--- src/core/sbsr_pkg.sv ---
// Operation
// - summary bits follow their inputs, never latch
// - B0 measurement summary, B1 unused
// - B2 set while error queue nonempty
// - B3 carries questionable summary
// - B4 set while output queue nonempty
// - B5 carries standard event summary
// - B7 carries operation summary
// - B6 is OR of enabled summary bits
// - B6 is flag on poll, master on query
// - enable mask written, stored and read back
// - enable mask zero at power-up and on zero write
// - clear and preset commands leave mask alone
// - enabled summary rising edge raises service request
// - serial poll clears flag; later edges re-request
// - serial poll never clears master summary
// - standard event read clears it, dropping B5
// - queries answer as unsigned decimal number
// - bit B15 of status registers reads zero
// - serial poll answered with the status byte
// - everything starts cleared at power-up
package sbsr_pkg;

  // =========================================================
  // widths
  localparam int SB_W       = 8;
  localparam int REG_W      = 16;
  localparam int BCD_DIGITS = 5;
  localparam int DIGIT_W    = 4;

  // =========================================================
  // status byte bit positions
  localparam int SB_MEAS   = 0;
  localparam int SB_UNUSED = 1;
  localparam int SB_ERR    = 2;
  localparam int SB_QUES   = 3;
  localparam int SB_OUTQ   = 4;
  localparam int SB_STD    = 5;
  localparam int SB_MASTER = 6;
  localparam int SB_OPER   = 7;
  localparam int REG_TOP   = 15;

  // =========================================================
  // reset values and masks
  localparam logic [SB_W-1:0]  SRE_RESET    = 8'h00;
  localparam logic [SB_W-1:0]  SRE_WRITABLE = 8'hbd;
  localparam logic [REG_W-1:0] REG_MASK     = 16'h7fff;
  localparam logic [SB_W-1:0]  SB_ZERO      = 8'h00;

  // decimal conversion constants
  localparam logic [DIGIT_W-1:0] BCD_ADJ_AT  = 4'h5;
  localparam logic [DIGIT_W-1:0] BCD_ADJ_ADD = 4'h3;

  // =========================================================
  // summary messages from the event sets and queues
  typedef struct packed {
    logic operation_summary;
    logic standard_event_summary;
    logic output_queue_nonempty;
    logic questionable_summary;
    logic error_queue_nonempty;
    logic measurement_summary;
  } summary_t;

  // formatter states
  typedef enum logic [1:0] {
    FMT_IDLE  = 2'h1,
    FMT_SHIFT = 2'h2
  } fmt_state_t;

  // place summaries into status byte lanes, B1 and B6 left zero
  function automatic logic [SB_W-1:0] summary_bits(input summary_t s);
    logic [SB_W-1:0] b;
    b          = SB_ZERO;
    b[SB_MEAS] = s.measurement_summary;
    b[SB_ERR]  = s.error_queue_nonempty;
    b[SB_QUES] = s.questionable_summary;
    b[SB_OUTQ] = s.output_queue_nonempty;
    b[SB_STD]  = s.standard_event_summary;
    b[SB_OPER] = s.operation_summary;
    return b;
  endfunction : summary_bits

endpackage : sbsr_pkg

--- src/core/status_byte_service_request.sv ---
`timescale 1ns/10ps
module status_byte_service_request
  import sbsr_pkg::*;
(
  // clock and reset
  input  wire logic                         clk_i,
  input  wire logic                         reset_n_i,
  // summary messages
  input  wire summary_t                     summary_i,
  // enable mask programming
  input  wire logic                         sre_write_i,
  input  wire logic [SB_W-1:0]              sre_data_i,
  // queries
  input  wire logic                         stb_query_i,
  input  wire logic                         sre_query_i,
  input  wire logic                         reg_query_i,
  input  wire logic [REG_W-1:0]             reg_query_value_i,
  input  wire logic                         reg_query_clears_i,
  // serial poll
  input  wire logic                         serial_poll_i,
  // service request and status
  output logic                              service_request_o,
  output logic [SB_W-1:0]                   status_byte_o,
  // serial poll answer
  output logic                              poll_valid_o,
  output logic [SB_W-1:0]                   poll_byte_o,
  // query answer
  output logic                              query_busy_o,
  output logic                              resp_valid_o,
  output logic [REG_W-1:0]                  resp_value_o,
  output logic [BCD_DIGITS*DIGIT_W-1:0]     resp_bcd_o,
  output logic                              event_clear_o
);

  // =========================================================
  // reset release through two flops
  logic rst_meta;
  logic rst_n;

  always_ff @(posedge clk_i or negedge reset_n_i) begin
    if (!reset_n_i) begin
      rst_meta <= 1'b0;
      rst_n    <= 1'b0;
    end else begin
      rst_meta <= 1'b1;
      rst_n    <= rst_meta;
    end
  end

  // =========================================================
  // summary gathering and master summary
  logic [SB_W-1:0] request_enable_mask;
  logic [SB_W-1:0] summary_now;
  logic [SB_W-1:0] enabled_now;
  logic [SB_W-1:0] enabled_prev;
  logic            master_summary;
  logic            enable_rise;
  logic [SB_W-1:0] stb_now;

  // summaries pass straight through, nothing here holds them
  assign summary_now    = summary_bits(summary_i);
  assign enabled_now    = summary_now & request_enable_mask;
  assign master_summary = |enabled_now;
  assign enable_rise    = |(enabled_now & ~enabled_prev);

  // query view carries master summary in B6
  always_comb begin
    stb_now            = summary_now;
    stb_now[SB_MASTER] = master_summary;
  end

  // =========================================================
  // enable mask; only its own write reaches it
  always_ff @(posedge clk_i or negedge rst_n) begin
    if (!rst_n) begin
      request_enable_mask <= SRE_RESET;
    end else if (sre_write_i) begin
      // unused lanes are dropped so they read back zero
      request_enable_mask <= sre_data_i & SRE_WRITABLE;
    end
  end

  // =========================================================
  // request flag; a new rise wins over the poll's clear
  logic request_service_flag;

  always_ff @(posedge clk_i or negedge rst_n) begin
    if (!rst_n) begin
      enabled_prev         <= SB_ZERO;
      request_service_flag <= 1'b0;
    end else begin
      enabled_prev <= enabled_now;
      if (enable_rise) begin
        request_service_flag <= 1'b1;
      end else if (serial_poll_i) begin
        request_service_flag <= 1'b0;
      end
    end
  end

  // the pin is the flag itself, so no extra lag
  assign service_request_o = request_service_flag;

  // =========================================================
  // live status byte, one register stage behind the inputs
  always_ff @(posedge clk_i or negedge rst_n) begin
    if (!rst_n) begin
      status_byte_o <= SB_ZERO;
    end else begin
      status_byte_o <= stb_now;
    end
  end

  // =========================================================
  // serial poll answer shows the flag before the poll clears it
  always_ff @(posedge clk_i or negedge rst_n) begin
    if (!rst_n) begin
      poll_valid_o <= 1'b0;
      poll_byte_o  <= SB_ZERO;
    end else begin
      poll_valid_o <= serial_poll_i;
      if (serial_poll_i) begin
        poll_byte_o            <= summary_now;
        poll_byte_o[SB_MASTER] <= request_service_flag;
      end
    end
  end

  // =========================================================
  // query selection: stb over sre over other registers
  logic             accept;
  logic             sel_reg;
  logic [REG_W-1:0] query_value;
  logic [REG_W-1:0] held_value;
  logic             fmt_done;
  logic [BCD_DIGITS*DIGIT_W-1:0] fmt_bcd;

  // queries arriving while one is in flight are ignored
  assign accept  = (stb_query_i | sre_query_i | reg_query_i) & ~query_busy_o;
  assign sel_reg = ~stb_query_i & ~sre_query_i;

  always_comb begin
    if (stb_query_i) begin
      query_value = {{(REG_W-SB_W){1'b0}}, stb_now};
    end else if (sre_query_i) begin
      query_value = {{(REG_W-SB_W){1'b0}}, request_enable_mask};
    end else begin
      query_value = reg_query_value_i & REG_MASK;
    end
  end

  // busy from accept until the answer is posted
  always_ff @(posedge clk_i or negedge rst_n) begin
    if (!rst_n) begin
      query_busy_o  <= 1'b0;
      held_value    <= '0;
      event_clear_o <= 1'b0;
    end else begin
      event_clear_o <= accept & sel_reg & reg_query_clears_i;
      if (accept) begin
        query_busy_o <= 1'b1;
        held_value   <= query_value;
      end else if (fmt_done) begin
        query_busy_o <= 1'b0;
      end
    end
  end

  // =========================================================
  // binary to decimal digits for the response text
  decimal_formatter #(
    .VALUE_W (REG_W),
    .DIGITS  (BCD_DIGITS)
  ) u_fmt (
    .clk_i   (clk_i),
    .rst_n_i (rst_n),
    .start_i (accept),
    .value_i (query_value),
    .done_o  (fmt_done),
    .bcd_o   (fmt_bcd)
  );

  // answer posted as a one-cycle pulse, value held until the next
  always_ff @(posedge clk_i or negedge rst_n) begin
    if (!rst_n) begin
      resp_valid_o <= 1'b0;
      resp_value_o <= '0;
      resp_bcd_o   <= '0;
    end else begin
      resp_valid_o <= fmt_done;
      if (fmt_done) begin
        resp_value_o <= held_value;
        resp_bcd_o   <= fmt_bcd;
      end
    end
  end

  // =========================================================
  // checks
  localparam int FMT_MAX = 24;
endmodule : status_byte_service_request

--- src/core/decimal_formatter.sv ---
`timescale 1ns/10ps
module decimal_formatter
  import sbsr_pkg::*;
#(
  parameter int VALUE_W = REG_W,
  parameter int DIGITS  = BCD_DIGITS
) (
  // clock and reset
  input  wire logic                  clk_i,
  input  wire logic                  rst_n_i,
  // request
  input  wire logic                  start_i,
  input  wire logic [VALUE_W-1:0]    value_i,
  // answer
  output logic                       done_o,
  output logic [DIGITS*DIGIT_W-1:0]  bcd_o
);

  localparam int BCD_W  = DIGITS * DIGIT_W;
  localparam int WORK_W = BCD_W + VALUE_W;
  localparam int CNT_W  = $clog2(VALUE_W + 1);
  localparam logic [CNT_W-1:0] LAST = CNT_W'(VALUE_W - 1);

  fmt_state_t         state;
  logic [WORK_W-1:0]  work;
  logic [CNT_W-1:0]   cnt;
  logic [BCD_W-1:0]   adj_bcd;
  logic [WORK_W-1:0]  next_work;

  // =========================================================
  // add-three correction on every digit before each shift
  for (genvar d = 0; d < DIGITS; d++) begin : g_adj
    logic [DIGIT_W-1:0] digit;
    assign digit = work[VALUE_W + d*DIGIT_W +: DIGIT_W];
    assign adj_bcd[d*DIGIT_W +: DIGIT_W] =
      (digit >= BCD_ADJ_AT) ? digit + BCD_ADJ_ADD : digit;
  end

  // shift left one binary place through the digit field
  assign next_work = {adj_bcd[BCD_W-2:0], work[VALUE_W-1:0], 1'b0};

  // =========================================================
  // one bit per cycle keeps the logic small at the cost of latency
  always_ff @(posedge clk_i or negedge rst_n_i) begin
    if (!rst_n_i) begin
      state  <= FMT_IDLE;
      work   <= '0;
      cnt    <= '0;
      done_o <= 1'b0;
      bcd_o  <= '0;
    end else begin
      done_o <= 1'b0;
      unique case (state)
        FMT_IDLE: begin
          if (start_i) begin
            work  <= {{BCD_W{1'b0}}, value_i};
            cnt   <= '0;
            state <= FMT_SHIFT;
          end
        end
        FMT_SHIFT: begin
          work <= next_work;
          cnt  <= cnt + 1'b1;
          if (cnt == LAST) begin
            state  <= FMT_IDLE;
            done_o <= 1'b1;
            bcd_o  <= next_work[WORK_W-1:VALUE_W];
          end
        end
        default: begin
          state <= FMT_IDLE;
        end
      endcase
    end
  end

endmodule : decimal_formatter

--- config.mk ---
export PLATFORM = sky130hd
export DESIGN_NAME = status_byte_service_request
export DESIGN_NICKNAME = d
export VERILOG_FILES = /design/src/core/sbsr_pkg.sv /design/src/core/status_byte_service_request.sv /design/src/core/decimal_formatter.sv
export SDC_FILE = /design/constraint.sdc
export NUM_CORES = 1
export LEC_CHECK = 0
export BUFFER_PORTS_ARGS = -buffer_cell sky130_fd_sc_hd__buf_2
export CAP_MARGIN = 20
export CORE_ASPECT_RATIO = 0.75
export CORE_MARGIN = 2
export CORE_UTILIZATION = 24
export DETAILED_ROUTE_END_ITERATION = 8
export PLACE_DENSITY = 0.46
export SLEW_MARGIN = 25
export SYNTH_ARGS = -nofsm -noshare
export SYNTH_HDL_FRONTEND = slang
export SYNTH_SLANG_ARGS = --single-unit
export TNS_END_PERCENT = 50
--- constraint.sdc ---
create_clock -name clk_i -period 10.4 [get_ports clk_i]
set_clock_uncertainty 0.15 [all_clocks]
set_input_delay 2.08 -clock clk_i [delete_from_list [all_inputs] [get_ports clk_i]]
set_output_delay 2.08 -clock clk_i [all_outputs]
set_load 0.01 [all_outputs]
# Word level (Yosys, flattened, before mapping)
# Cells that the tools add are included.
# op_classes
addsub	6
n_mul	0
div_mod_pow	0
magnitude_cmp	5
eq_ne	5
shift	0
muxes	20
bitwise	12
reduce_logical	8
# ops
operator	n
$pmux W36 S2	1
$mux W36	1
$ge A4 B3 Y1 const B	5
$add A4 B2 Y4 const B	4
$and A8 B8 Y8	2
$mux W16	1
$mux W4	4
$reduce_or A8 Y1	2
$mux W15	1
$pmux W5 S2	1
$not A8 Y8	1
$mux W1	6
$reduce_and A2 Y1	3
$reduce_bool A2 Y1	3
$add A5 B1 Y5 const B	1
$eq A5 B4 Y1 const B	1
$mux W5	1
$and A1 B1 Y1	4
$mux W2	2
$pmux W2 S2	1
$add A3 B2 Y3 const B	1
$mux W3	1
$not A1 Y1	3
$eq A2 B1 Y1 const B	1
4 further kinds	5
# word_totals
regBits	151
latchBits	0
ramBits	0
romBits	0
inputBits	38
output_inout_bits	57
word_cells	75
mem_count	0

# Logic depth before layout (Yosys ltp)
# depth
depth_word	5
depth_mapped	7
depth_no_buf	6

# Hierarchy
# Synthesis repeated with hierarchy kept, for this count alone.
# unflattened
cells_unflattened	507
area_unflattened_um2	6160.9
# modules_own_cells
module	n_inst	cells_per_inst	area_each_um2	seq_area_each_um2
status_byte_service_request	1	219	3260.6	2077.0
decimal_formatter	1	288	2900.3	1602.8

# Worst setup path after synthesis
# Ideal clock, no wire load.
# synth_path
path_kind	input -> register
startpoint	input port stb_query_i
endpoint	register held_value[10]
setup_ps	127
t_arrival_ps	3011
slack_ps	7112
cell_stages	5
cell_sequence	buf_2 -> or3_4 -> nand2_1 -> clkbuf_2 -> o21ai_0
# synth_via
elab_chain_cells	3
# synth_lines
item	line	source
start, declared	status_byte_service_request.sv:14	input wire logic stb_query_i,
$or A1 B1 Y1 (2 in a row)	status_byte_service_request.sv:139	assign accept = (stb_query_i | sre_query_i | reg_query_i) & ~query_busy_o;
$and A1 B1 Y1	status_byte_service_request.sv:139	
end signal, assigned	status_byte_service_request.sv:162	held_value <= query_value;
end, declared	status_byte_service_request.sv:134	logic [REG_W-1:0] held_value;
# Parallel ways exist; a longest one is shown, timed or not.
# A chain may end at the register's enable or synchronous reset.

# Worst setup path in the final report
# layout_path
startpoint	input port stb_query_i
endpoint	register held_value[7]
# The elaborated chain is that of the path after synthesis.

==> flow_summary.json <==
{
  "arrival_ns": 3.63,
  "clk_pin_slew_ns": 0.06,
  "dp_hpwl_mm": 9.14,
  "post_cts_buffers": 0,
  "htreeDepth": 4,
  "power_density_mw_per_mm2": 222,
  "worstMarginPinSlew_ns": 0.937,
  "holdBufCountCts": 0,
  "drive_above_1_share_pct": 32.0,
  "reg2reg_slack_ns": 8.20,
  "area_delta_synth_final_pct": 22.3,
  "routed_via_density": 4.24,
  "grt_pass1_vias": 4245,
  "crit_family": "simple AND/OR/NAND/NOR gates",
  "grt_overflow": 0,
  "cts_tree": "yes",
  "criticalPathCategory": "input pin to flop",
  "path_cells": "buf_2 > or3_4 > nand2_1 > o21ai_0",
  "totalWireLength_mm": 13.5,
  "ys_warn_count": 0,
  "slowest_stage": "nand2_1",
  "gp_congestion": 0.759,
  "netSwitchingFraction_pct": 29.1,
  "die_w_microns": 187,
  "clk_path_buf_depth": 2,
  "maxCapViolations": 0,
  "drv_slew": 0,
  "hold_viol": 0,
  "min_path_type": "flop to asynchronous set/reset pin",
  "power.leakage_uw": 0.00350,
  "grt_max_degree": 76,
  "initial_utilization_pct": 24.3,
  "yosysSeqAreaShare_pct": 61.0,
  "syn_avg_cell_area_sq_um": 12.0,
  "relSlewSlack_pct": 37.3,
  "power_switching_uw": 477,
  "postRouteAntennaNets": 0,
  "crit_fanout": 32,
  "synth_seq_cells": 147,
  "setup_viol": 0,
  "cts_resized": 0,
  "antenna_found_initial": 0,
  "drc": 0,
  "insertion_delay_ns": 0.42,
  "cp-start-kind": "input pin",
  "rows": 50,
  "dp_cells": 906,
  "finalCritPeriodShare_pct": 33.8,
  "track_usage_pct": 10.8,
  "synth_cell_types": 38,
  "seqPwrFrac_pct": 45.7,
  "rsz0062_at_grt": "false",
  "cp.buffers_inverters": 1,
  "r2r_cells": 4,
  "r2r_end": "u_fmt.work[10]",
  "syn_area_sq_mm": 0.00603,
  "required_ns": 10.51,
  "power.clock.fraction_pct": 37.1,
  "num-fill-cells": 2524,
  "final_area_sq_mm": 0.00737,
  "fin_util_pct": 29.7,
  "nets": 638,
  "r2r-start": "u_fmt.state[0]",
  "final_common_cell": "dfrtp_1",
  "ir_drop_mv": 0.108,
  "final_cells": 938,
  "core_sq_mm": 0.0248,
  "cts_buffers": 17,
  "dpl_cell_area_sq_mm": 0.00677,
  "outcome": "completed",
  "worstSetupEndpointType": "flop",
  "min_period_ns": 3.52,
  "ios": 95,
  "drtPass1Iterations": 5,
  "p_int_uw": 1160,
  "tns_ns": 0,
  "max_stage_delay_ns": 0.67,
  "num_antenna_cells": 0,
  "wl_per_cell_microns": 14.4,
  "syn_inst": 502,
  "final_cell_mix": "145 x dfrtp_1, 88 x buf_2, 66 x nand2_1, 54 x mux2_2, 50 x o21ai_0",
  "root_buffer": "clkbuf_16",
  "grt_pass1_wl_mm": 22.6,
  "max_freq_ghz": 0.284,
  "clock-sinks": 147,
  "power_uw": 1640,
  "vias": 3978,
  "p_comb_share_pct": 17.2,
  "die-area_sq_mm": 0.0264,
  "drtIter0Drc": 234,
  "fp.dieH_microns": 141,
  "numPortBuffers": 88
}
-- cells in the mapped netlist --
master	count	share of area [%]
mux2_2	54	10
inv_1	20	1.2
o21ai_0	50	4.1
or2b_2	1	0.15
nand2_1	66	4.1
o31ai_1	5	0.62
buf_4	7	0.87
o21ai_2	1	0.15
or3_4	1	0.19
a22o_1	2	0.29
ha_1	12	2.5
a22oi_1	3	0.37
o221a_2	8	1.5
or3_1	1	0.10
clkbuf_1	10	0.62
and3_1	1	0.10
clkbuf_2	1	0.083
conb_1	2	0.12
dfrtp_1	146	61
a21oi_4	1	0.27
o22ai_1	17	1.8
mux2i_1	6	1.0
a21oi_1	27	2.2
xnor2_1	5	0.73
nand3_1	2	0.17
and2b_2	1	0.15
dfstp_2	1	0.44
buf_2	7	0.58
nor3b_1	11	1.4
nand4_1	2	0.21
o221ai_1	1	0.15
buf_6	3	0.56
a32o_1	5	0.83
and2_1	1	0.10
nand2b_1	6	0.62
or3b_1	1	0.15
nor2_1	13	0.81
nor3_1	1	0.083
-- per-layer routing --
layer	routed length (microns)	GRT usage, %	vias up
li1	-	-	1934
met1	6870	14.9	1972
met2	5910	16.1	63
met3	562	3.56	7
met4	141	3.09	2
met5	6	0	-
-- metrics by stage --
step / worst slack, ns / hold WS (ns)
after floorplan: 5.85 / 0.181
after global placement: 6.44 / 0.190
after detailed placement: 6.41 / 0.186
after CTS: 6.87 / 0.201
after global routing: 6.67 / 0.196
final: 6.88 / 0.135
-- sequential cells by signal, summed over array words and instances, names as in the netlist, 2 cells and up --
signal	cells
resp_value_o	15
u_fmt.state	2
resp_bcd_o	20
status_byte_o	7
enabled_prev	6
request_enable_mask	6
poll_byte_o	7
u_fmt.work	36
u_fmt.cnt	5
held_value	15
u_fmt.bcd_o	20
-- layout make-up --
class,instances,area [sq um],share of cell area [%]
Clock buffer,18,429,5.82
Clock inverter,13,149,2.02
Inverter,20,75.1,1.02
Multi-Input combinational cell,309,2120,28.8
Sequential cell,147,3680,49.9
Tap cell,338,423,5.73
Timing Repair Buffer,93,494,6.70
-- power by group through the flow --
| stage | Clock, uW | Combinational, uW | Sequential [uW] |
|---|---|---|---|
| floorplan | 0 | 213 | 743 |
| global placement | 0 | 267 | 754 |
| detailed placement | 0 | 280 | 760 |
| CTS | 627 | 282 | 751 |
| global route | 654 | 326 | 762 |
| finish | 609 | 281 | 748 |
-- worst max-delay path by stage --
stage / start / cells after the start / end
after detailed placement: stb_query_i / 4 / held_value[13]
after global routing: stb_query_i / 4 / held_value[7]
after floorplan: rst_n / 0 / enabled_prev[0]
final: stb_query_i / 4 / held_value[7]
after global placement: stb_query_i / 4 / held_value[8]
after CTS: stb_query_i / 4 / held_value[5]
-- cells by family (layout without fill, tap and decap cells) --
kind of cell,Yosys count,after routing,synth area share (%)
AO/OA/AOI/OAI,120,120,12.3
XOR/XNOR,5,5,0.726
adder cells (fa/ha/maj),12,12,2.49
buffers and inverters,48,144,3.96
flip-flops,147,147,61.0
multiplexers,60,60,11.1
other,2,4,0.125
AND/OR/NAND/NOR,108,108,8.30
Power figures use the tool's default switching activity.
